**config.mk**
```make
export PLATFORM = sky130hd
export DESIGN_NAME = twm_status
export DESIGN_NICKNAME = d
export VERILOG_FILES = /design/src/inc/twm_pkg.sv /design/src/rtl/twm_status.sv
export SDC_FILE = /design/constraint.sdc
export NUM_CORES = 1
export LEC_CHECK = 0
export BUFFER_PORTS_ARGS = -buffer_cell sky130_fd_sc_hd__clkbuf_2
export CAP_MARGIN = 20
export CORE_ASPECT_RATIO = 0.75
export CORE_MARGIN = 2
export CORE_UTILIZATION = 58
export CTS_CLUSTER_DIAMETER = 200
export DETAILED_ROUTE_END_ITERATION = 6
export PLACE_DENSITY = 0.95
export SYNTH_ARGS = -nofsm -noshare
export SYNTH_HDL_FRONTEND = slang
export SYNTH_SLANG_ARGS = --single-unit
```
**constraint.sdc**
```tcl
create_clock -name pclk -period 3 [get_ports pclk]
set_clock_uncertainty 0.2 [all_clocks]
set_input_delay 0.6 -clock pclk [delete_from_list [all_inputs] [get_ports pclk]]
set_output_delay 0.6 -clock pclk [all_outputs]
set_load 0.02 [all_outputs]
```
**src/inc/twm_pkg.sv**
```systemverilog
// Overview of operation
// Idle reads one only when nothing executes and nothing waits in either command slot.
// Command done flag sets when the executing command ends without error.
// Command done flag stays zero when the command fails, e.g. on a not-acknowledge.
// Writing one to the done bit in the status clear register clears the flag.
// Command accept flag is one while either command slot can take a command.
// Tx holding ready is one while the byte slot is free and transmission runs.
// Rx holding ready is one while an unread received byte waits.
// All flags show in a read-only status register; reading it changes nothing.
package twm_pkg;
    localparam int ADDR_W = 8;
    localparam int CMD_W  = 32;
    localparam int BYTE_W = 8;

    // Register byte offsets
    localparam logic [ADDR_W-1:0] OFF_CMD     = 8'h00;
    localparam logic [ADDR_W-1:0] OFF_NCMD    = 8'h04;
    localparam logic [ADDR_W-1:0] OFF_TXH     = 8'h08;
    localparam logic [ADDR_W-1:0] OFF_RXH     = 8'h0c;
    localparam logic [ADDR_W-1:0] OFF_STATUS  = 8'h10;
    localparam logic [ADDR_W-1:0] OFF_SCLR    = 8'h14;
    localparam logic [ADDR_W-1:0] OFF_MASK    = 8'h18;
    localparam logic [ADDR_W-1:0] OFF_VERSION = 8'h1c;

    // Status bit positions; mask and clear share this layout
    localparam int ST_ACCEPT = 0;
    localparam int ST_TX_HOLDING_READY_FLAG  = 1;
    localparam int ST_RX_HOLDING_READY_FLAG  = 2;
    localparam int ST_DONE   = 3;
    localparam int ST_IDLE   = 4;
    localparam int ST_FAIL   = 8;
    localparam int ST_OVRUN  = 9;
    localparam int ST_W      = 10;
    localparam int N_EV      = 3;

    // Reset values
    localparam logic [ST_W-1:0]   MASK_RST    = 10'h000;
    localparam logic [31:0]       PRDATA_RST  = 32'h0000_0000;
    // Arbitrary identification value
    localparam logic [31:0]       VERSION_VAL = 32'h0000_0a5c;

    // Toward the serial engine of the master
    typedef struct packed {
        logic              cmd_valid;
        logic [CMD_W-1:0]  cmd;
        logic              tx_valid;
        logic [BYTE_W-1:0] tx_byte;
    } twm_eng_req_t;

    // From the serial engine, same clock
    typedef struct packed {
        logic              cmd_take;
        logic              cmd_end;
        logic              cmd_nak;
        logic              tx_take;
        logic              tx_stopped;
        logic              rx_put;
        logic [BYTE_W-1:0] rx_byte;
    } twm_eng_rsp_t;
endpackage

```
**src/rtl/twm_status.sv**
```systemverilog
module twm_status (
    input  wire logic                       pclk,
    input  wire logic                       presetn,
    input  wire logic                       psel,
    input  wire logic                       penable,
    input  wire logic                       pwrite,
    input  wire logic [twm_pkg::ADDR_W-1:0] paddr,
    input  wire logic [31:0]                pwdata,
    output logic      [31:0]                prdata,
    output logic                            pready,
    output logic                            pslverr,
    output logic                            irq,
    output twm_pkg::twm_eng_req_t           eng_req,
    input  wire twm_pkg::twm_eng_rsp_t      eng_rsp
);
    import twm_pkg::*;

    logic              cmd_v_r;
    logic [CMD_W-1:0]  cmd_r;
    logic              ncmd_v_r;
    logic [CMD_W-1:0]  ncmd_r;
    logic              busy_r;
    logic              tx_v_r;
    logic [BYTE_W-1:0] tx_r;
    logic              rx_v_r;
    logic [BYTE_W-1:0] rx_r;
    logic [N_EV-1:0]   ev_r;
    logic [N_EV-1:0]   ev_set;
    logic [N_EV-1:0]   ev_clr;
    logic [ST_W-1:0]   mask_r;
    logic [ST_W-1:0]   stat_w;
    logic [31:0]       prdata_nxt;
    logic              err_r;
    logic              setup;
    logic              acc;
    logic              wr;
    logic              rd;
    logic              take;
    logic              promote;
    logic              idle;

    // Address match, used by decode and by the access strobes
    function automatic logic hit(input logic [ADDR_W-1:0] a, input logic [ADDR_W-1:0] off);
        hit = (a == off);
    endfunction

    function automatic logic mapped(input logic [ADDR_W-1:0] a);
        mapped = hit(a, OFF_CMD) | hit(a, OFF_NCMD) | hit(a, OFF_TXH) | hit(a, OFF_RXH) |
                 hit(a, OFF_STATUS) | hit(a, OFF_SCLR) | hit(a, OFF_MASK) | hit(a, OFF_VERSION);
    endfunction

    // Bus phases; access completes in its first cycle
    assign setup   = psel & ~penable;
    assign acc     = psel & penable;
    assign wr      = acc & pwrite & ~err_r;
    assign rd      = acc & ~pwrite & ~err_r;
    assign pready  = acc;
    assign pslverr = acc & err_r;

    // Engine pulls the current command; the queued one moves up behind it
    assign take    = eng_rsp.cmd_take & cmd_v_r;
    assign promote = ncmd_v_r & (~cmd_v_r | take);

    assign eng_req.cmd_valid = cmd_v_r;
    assign eng_req.cmd       = cmd_r;
    assign eng_req.tx_valid  = tx_v_r;
    assign eng_req.tx_byte   = tx_r;

    // Command slot; a write to a full slot is dropped, software polls the accept flag first
    always_ff @(posedge pclk or negedge presetn) begin
        if (!presetn) begin
            cmd_v_r <= 1'b0;
            cmd_r   <= '0;
        end else if (promote) begin
            cmd_v_r <= 1'b1;
            cmd_r   <= ncmd_r;
        end else if (wr && hit(paddr, OFF_CMD) && (!cmd_v_r || take)) begin
            cmd_v_r <= 1'b1;
            cmd_r   <= pwdata;
        end else if (take) begin
            cmd_v_r <= 1'b0;
        end
    end

    // Next-command slot
    always_ff @(posedge pclk or negedge presetn) begin
        if (!presetn) begin
            ncmd_v_r <= 1'b0;
            ncmd_r   <= '0;
        end else if (wr && hit(paddr, OFF_NCMD) && (!ncmd_v_r || promote)) begin
            ncmd_v_r <= 1'b1;
            ncmd_r   <= pwdata;
        end else if (promote) begin
            ncmd_v_r <= 1'b0;
        end
    end

    // Execution in progress from take to the engine's end pulse
    always_ff @(posedge pclk or negedge presetn) begin
        if (!presetn) begin
            busy_r <= 1'b0;
        end else if (take) begin
            busy_r <= 1'b1;
        end else if (eng_rsp.cmd_end) begin
            busy_r <= 1'b0;
        end
    end

    // Transmit holding byte
    always_ff @(posedge pclk or negedge presetn) begin
        if (!presetn) begin
            tx_v_r <= 1'b0;
            tx_r   <= '0;
        end else if (wr && hit(paddr, OFF_TXH) && !tx_v_r && !eng_rsp.tx_stopped) begin
            tx_v_r <= 1'b1;
            tx_r   <= pwdata[BYTE_W-1:0];
        end else if (eng_rsp.tx_take) begin
            tx_v_r <= 1'b0;
        end
    end

    // Receive holding byte; a new byte overwrites an unread one and flags overrun
    always_ff @(posedge pclk or negedge presetn) begin
        if (!presetn) begin
            rx_v_r <= 1'b0;
            rx_r   <= '0;
        end else if (eng_rsp.rx_put) begin
            rx_v_r <= 1'b1;
            rx_r   <= eng_rsp.rx_byte;
        end else if (rd && hit(paddr, OFF_RXH)) begin
            rx_v_r <= 1'b0;
        end
    end

    // Sticky events: done, fail, overrun
    assign ev_set[0] = busy_r & eng_rsp.cmd_end & ~eng_rsp.cmd_nak;
    assign ev_set[1] = busy_r & eng_rsp.cmd_end & eng_rsp.cmd_nak;
    assign ev_set[2] = eng_rsp.rx_put & rx_v_r & ~(rd & hit(paddr, OFF_RXH));
    assign ev_clr[0] = wr & hit(paddr, OFF_SCLR) & pwdata[ST_DONE];
    assign ev_clr[1] = wr & hit(paddr, OFF_SCLR) & pwdata[ST_FAIL];
    assign ev_clr[2] = wr & hit(paddr, OFF_SCLR) & pwdata[ST_OVRUN];

    // Set beats clear so an event in the clearing cycle survives
    genvar gi;
    generate
        for (gi = 0; gi < N_EV; gi++) begin : g_ev
            always_ff @(posedge pclk or negedge presetn) begin
                if (!presetn) begin
                    ev_r[gi] <= 1'b0;
                end else if (ev_set[gi]) begin
                    ev_r[gi] <= 1'b1;
                end else if (ev_clr[gi]) begin
                    ev_r[gi] <= 1'b0;
                end
            end
        end
    endgenerate

    // Live status word
    assign idle = ~busy_r & ~cmd_v_r & ~ncmd_v_r;
    always_comb begin
        stat_w            = '0;
        stat_w[ST_ACCEPT] = ~cmd_v_r | ~ncmd_v_r;
        stat_w[ST_TX_HOLDING_READY_FLAG]  = ~tx_v_r & ~eng_rsp.tx_stopped;
        stat_w[ST_RX_HOLDING_READY_FLAG]  = rx_v_r;
        stat_w[ST_DONE]   = ev_r[0];
        stat_w[ST_IDLE]   = idle;
        stat_w[ST_FAIL]   = ev_r[1];
        stat_w[ST_OVRUN]  = ev_r[2];
    end

    // Interrupt mask
    always_ff @(posedge pclk or negedge presetn) begin
        if (!presetn) begin
            mask_r <= MASK_RST;
        end else if (wr && hit(paddr, OFF_MASK)) begin
            mask_r <= pwdata[ST_W-1:0];
        end
    end

    assign irq = |(stat_w & mask_r);

    // Read data captured in setup; status reads have no side effect
    always_comb begin
        prdata_nxt = '0;
        case (1'b1)
            hit(paddr, OFF_CMD):     prdata_nxt = cmd_r;
            hit(paddr, OFF_NCMD):    prdata_nxt = ncmd_r;
            hit(paddr, OFF_RXH):     prdata_nxt = {{(32-BYTE_W){1'b0}}, rx_r};
            hit(paddr, OFF_STATUS):  prdata_nxt = {{(32-ST_W){1'b0}}, stat_w};
            hit(paddr, OFF_MASK):    prdata_nxt = {{(32-ST_W){1'b0}}, mask_r};
            hit(paddr, OFF_VERSION): prdata_nxt = VERSION_VAL;
            default:                 prdata_nxt = '0;
        endcase
    end

    always_ff @(posedge pclk or negedge presetn) begin
        if (!presetn) begin
            prdata <= PRDATA_RST;
            err_r  <= 1'b0;
        end else if (setup) begin
            prdata <= pwrite ? PRDATA_RST : prdata_nxt;
            err_r  <= ~mapped(paddr);
        end
    end

    logic wr_cmd_ok;
    logic sclr_done;
    assign wr_cmd_ok = wr & hit(paddr, OFF_CMD) & ~cmd_v_r;
    assign sclr_done = wr & hit(paddr, OFF_SCLR) & pwdata[ST_DONE];

    // Helper terms for the persistence checks below
    logic clean_end;
    logic nak_end;
    logic rd_rxh;
    logic wr_slot;
    assign clean_end = busy_r & eng_rsp.cmd_end & ~eng_rsp.cmd_nak;
    assign nak_end   = busy_r & eng_rsp.cmd_end & eng_rsp.cmd_nak;
    assign rd_rxh    = rd & hit(paddr, OFF_RXH);
    assign wr_slot   = wr & (hit(paddr, OFF_CMD) | hit(paddr, OFF_NCMD));
endmodule

```
==> results.sh <==
export IMPL_outcome="complete, but fails checks"
export IMPL_violations="DRC"
export IMPL_grtUsageMet2_pct=49.3
export IMPL_ys_seq_elements=131
export IMPL_start_util_pct=60.6
export IMPL_required_ns=2.20
export IMPL_vias_per_cell=6.46
export IMPL_busiest_layer="met2"
export IMPL_die_h_um=91.7
export IMPL_fp_row_count=31
export IMPL_crit_end="irq"
export IMPL_dp_slack_ns=0.378
export IMPL_cp_end_kind="output port"
export IMPL_syn_nets=572
export IMPL_placed_area_um2=6790
export IMPL_portBuffers=135
export IMPL_grtUsageMet3_pct=8.64
export IMPL_reg2reg_setup_slack_ns=0.73
export IMPL_nets=710
export IMPL_grtUsageMet1_pct=44.2
export IMPL_synth_top_family_by_area="compound AO/OA/AOI/OAI gates"
export IMPL_hold_violations=0
export IMPL_yosys_warnings=0
export IMPL_drv_cap=0
export IMPL_antenna_left=0
export IMPL_routedWlPerCell_um=21.8
export IMPL_power_density_nw_per_um2=585
export IMPL_switchingPower_mw=1.06
export IMPL_grt_max_degree=67
export IMPL_syn_mean_instance_area_um2=11.6
export IMPL_swShare_pct=24.5
export IMPL_path_clk_slew_ns=0.06
export IMPL_grt_pass1_vias=5201
export IMPL_max_freq_ghz=0.403
export IMPL_finalPower_mw=4.34
export IMPL_fp_dieW_um=121
export IMPL_finalInstanceArea_um2=7410
export IMPL_cts_buffer_depth=2
export IMPL_instances_no_fill=796
export IMPL_dp_cells=763
export IMPL_firstDrtPassIters=7
export IMPL_cts_tree="built"
export IMPL_cts_sinks=131
export IMPL_syn_inst=513
export IMPL_antenna_found_initial=0
export IMPL_synth_edff_count=0
export IMPL_area_delta_synth_final_pct=24.6
export IMPL_fin_ws_ns=0.520
export IMPL_postCtsSetupBuffers=0
export IMPL_post_synth_xor_area_fraction_pct=0
export IMPL_finalSetupTns_ns=0
export IMPL_max_slew_margin_rel_pct=38.8
export IMPL_p_seq_share_pct=42.9
export IMPL_seq_area_um2=3280
export IMPL_vias=5143
export IMPL_setup_viol=0
export IMPL_pwr_share_clk_pct=49.8
export IMPL_hpwl_mm=11.6
export IMPL_hp_class="input port to register"
export IMPL_dieArea_um2=11100
export IMPL_cp_max_fo=7
export IMPL_globalplace_congestion=0.917
export IMPL_muxShareOfSynthArea_pct=11.1
export IMPL_root_buffer="clkbuf_16"
export IMPL_r2r_start="err_r$_DFFE_PN0P_"
export IMPL_nFillCells=600
export IMPL_worstSetupStartpoint="ncmd_v_r$_DFFE_PN0P_"
export IMPL_fin_util_pct=75.5
export IMPL_hold_slack_ns=0.152
export IMPL_num_antenna_cells=0
export IMPL_async_reset_ff_share_pct=100
export IMPL_r2r_end="ncmd_r[12]$_DFFE_PN0P_"
export IMPL_synth_simple_area_share_pct=13.4
export IMPL_drtIter0Drc=585
export IMPL_p_int_mw=3.28
export IMPL_ir_drop_mv=0.394
export IMPL_grt_use_total_pct=32.4
export IMPL_synth_seq_area_share_pct=55.1
export IMPL_worst_ep_arrival_time_ns=1.68
export IMPL_syn_area_um2=5950
export IMPL_synthAdderAreaFrac_pct=0
export IMPL_layout_common_cells="clkbuf_2 (134), dfrtp_1 (131), nand2_1 (63), mux2_2 (54), or3_1 (28)"
export IMPL_timing_final_crit_share_pct=82.7
export IMPL_htreeDepth=4
export IMPL_synth_cell_types=56
export IMPL_multi_input_area_um2=2460
export IMPL_comb_power_share_pct=7.4
export IMPL_grt_pass1_wl_mm=27.5
export IMPL_cts_buffers=17
export IMPL_synth_compound_area_share_pct=16.6
export IMPL_worstMarginPinSlew_ns=0.917
export IMPL_clk_latency_ns=0.43
export IMPL_min_period_ns=2.48
export IMPL_synthFlopType="dfrtp_1"
export IMPL_leakagePower_nw=3.67
export IMPL_cp_start_kind="register"
export IMPL_layout_commonest_cell="clkbuf_2"
export IMPL_boundaryPins=136
export IMPL_worstSetupPathType="register to output port"
export IMPL_slew_violations=0
export IMPL_reg2reg_depth=5
export IMPL_core_area_um2=9810
export IMPL_wl_mm=17.4
export IMPL_overflow=0
export IMPL_drc=5
export IMPL_drive_above_1_share_pct=41.9
export IMPL_rsz0062_at_grt="false"
-- cells by family (layout without fill, tap and decap cells) --
kind of cell	Yosys count	in the layout
buffers and inverters	46	197
AO/OA/AOI/OAI	128	128
multiplexers	59	59
flip-flops	131	131
AND/OR/NAND/NOR	149	149
-- flip-flops by register name, summed over array words and instances, names as in the netlist --
signal	count
cmd_r	32
ncmd_r	32
prdata	32
mask_r	10
rx_r	8
tx_r	8
ev_r	3
busy_r	1
cmd_v_r	1
err_r	1
ncmd_v_r	1
rx_v_r	1
tx_v_r	1
-- worst min-delay path by stage --
stage | startpoint | end | cells past startpoint
2_1_floorplan | presetn | busy_r$_DFFE_PN0P_ | 0
3_3_place_gp | prdata[26]$_DFFE_PN0P_ | prdata[26]$_DFFE_PN0P_ | 2
3_5_place_dp | prdata[16]$_DFFE_PN0P_ | prdata[16]$_DFFE_PN0P_ | 2
4_1_cts | eng_rsp[10] | tx_v_r$_DFFE_PN0P_ | 2
5_1_grt | eng_rsp[10] | tx_v_r$_DFFE_PN0P_ | 2
6_report | eng_rsp[10] | tx_v_r$_DFFE_PN0P_ | 2
-- critical path, cell delays in order (launching register included) --
cell and delay [ns]:
dfrtp_1 0.48, nand2_1 0.18, a22oi_1 0.28, nand4_1 0.14, clkbuf_2 0.18
-- synth_stat cells, types with 2 or more instances --
cell type  number  share of area [%]
a211o_1         2               0.29
a21o_1          3               0.38
a21oi_1        14                1.2
a22oi_1        27                3.4
a311oi_1        2               0.29
a31o_2          2               0.29
a32o_1          4               0.67
and2_1          2               0.21
and3_1          4               0.42
buf_1           2               0.13
buf_2          10               0.84
buf_4           4               0.50
buf_6           3               0.57
clkbuf_1       18                1.1
clkinv_1        2               0.13
dfrtp_1       131                 55
inv_1           7               0.44
mux2_1          4               0.76
mux2_2         54                 10
nand2_1        63                4.0
nand2b_1        5               0.53
nand3_1         4               0.34
nand4_1         4               0.42
nor2_1         17                1.1
nor3_1          5               0.42
nor4_1          3               0.32
nor4_4          2               0.71
o211ai_1        2               0.25
o21ai_0        14                1.2
o21ai_1         3               0.25
o221a_2        27                5.1
o22a_1          2               0.29
o22ai_1        15                1.6
o31ai_1         3               0.38
or3_1          28                2.9
-- routing by layer --
layer | share of wire [%] | wire [um] | vias to the layer above
met5 | 0 | 0 | -
met4 | 2.9 | 511 | 0
met3 | 9.6 | 1660 | 56
met2 | 48 | 8340 | 334
met1 | 40 | 6880 | 2556
li1 | - | - | 2197
-- timing repair --
item | 4_1_cts | 5_1_grt
hold buffers | 1 | 0
hold endpoints to repair | 35 | 0
gates resized for setup | 0 | 0
-- power by group through the flow --
| stage | clock network (mW) | logic, mW | registers, mW |
|---|---|---|---|
| after floorplan | 0 | 0.120 | 1.91 |
| after global placement | 0 | 0.304 | 1.88 |
| after detailed placement | 0 | 0.314 | 1.89 |
| after CTS | 2.17 | 0.319 | 1.86 |
| after global routing | 2.24 | 0.345 | 1.86 |
| final | 2.16 | 0.321 | 1.86 |
-- area by class of cell --
cell class,instances,share of cell area [%]
clock buffers,18,5.92
clock inverters,14,2.36
inverters,9,0.456
multi-input cells,336,33.2
flip-flops and latches,131,44.2
well taps,132,2.23
repair buffers,156,11.6
(Power assumes the default switching activity.)
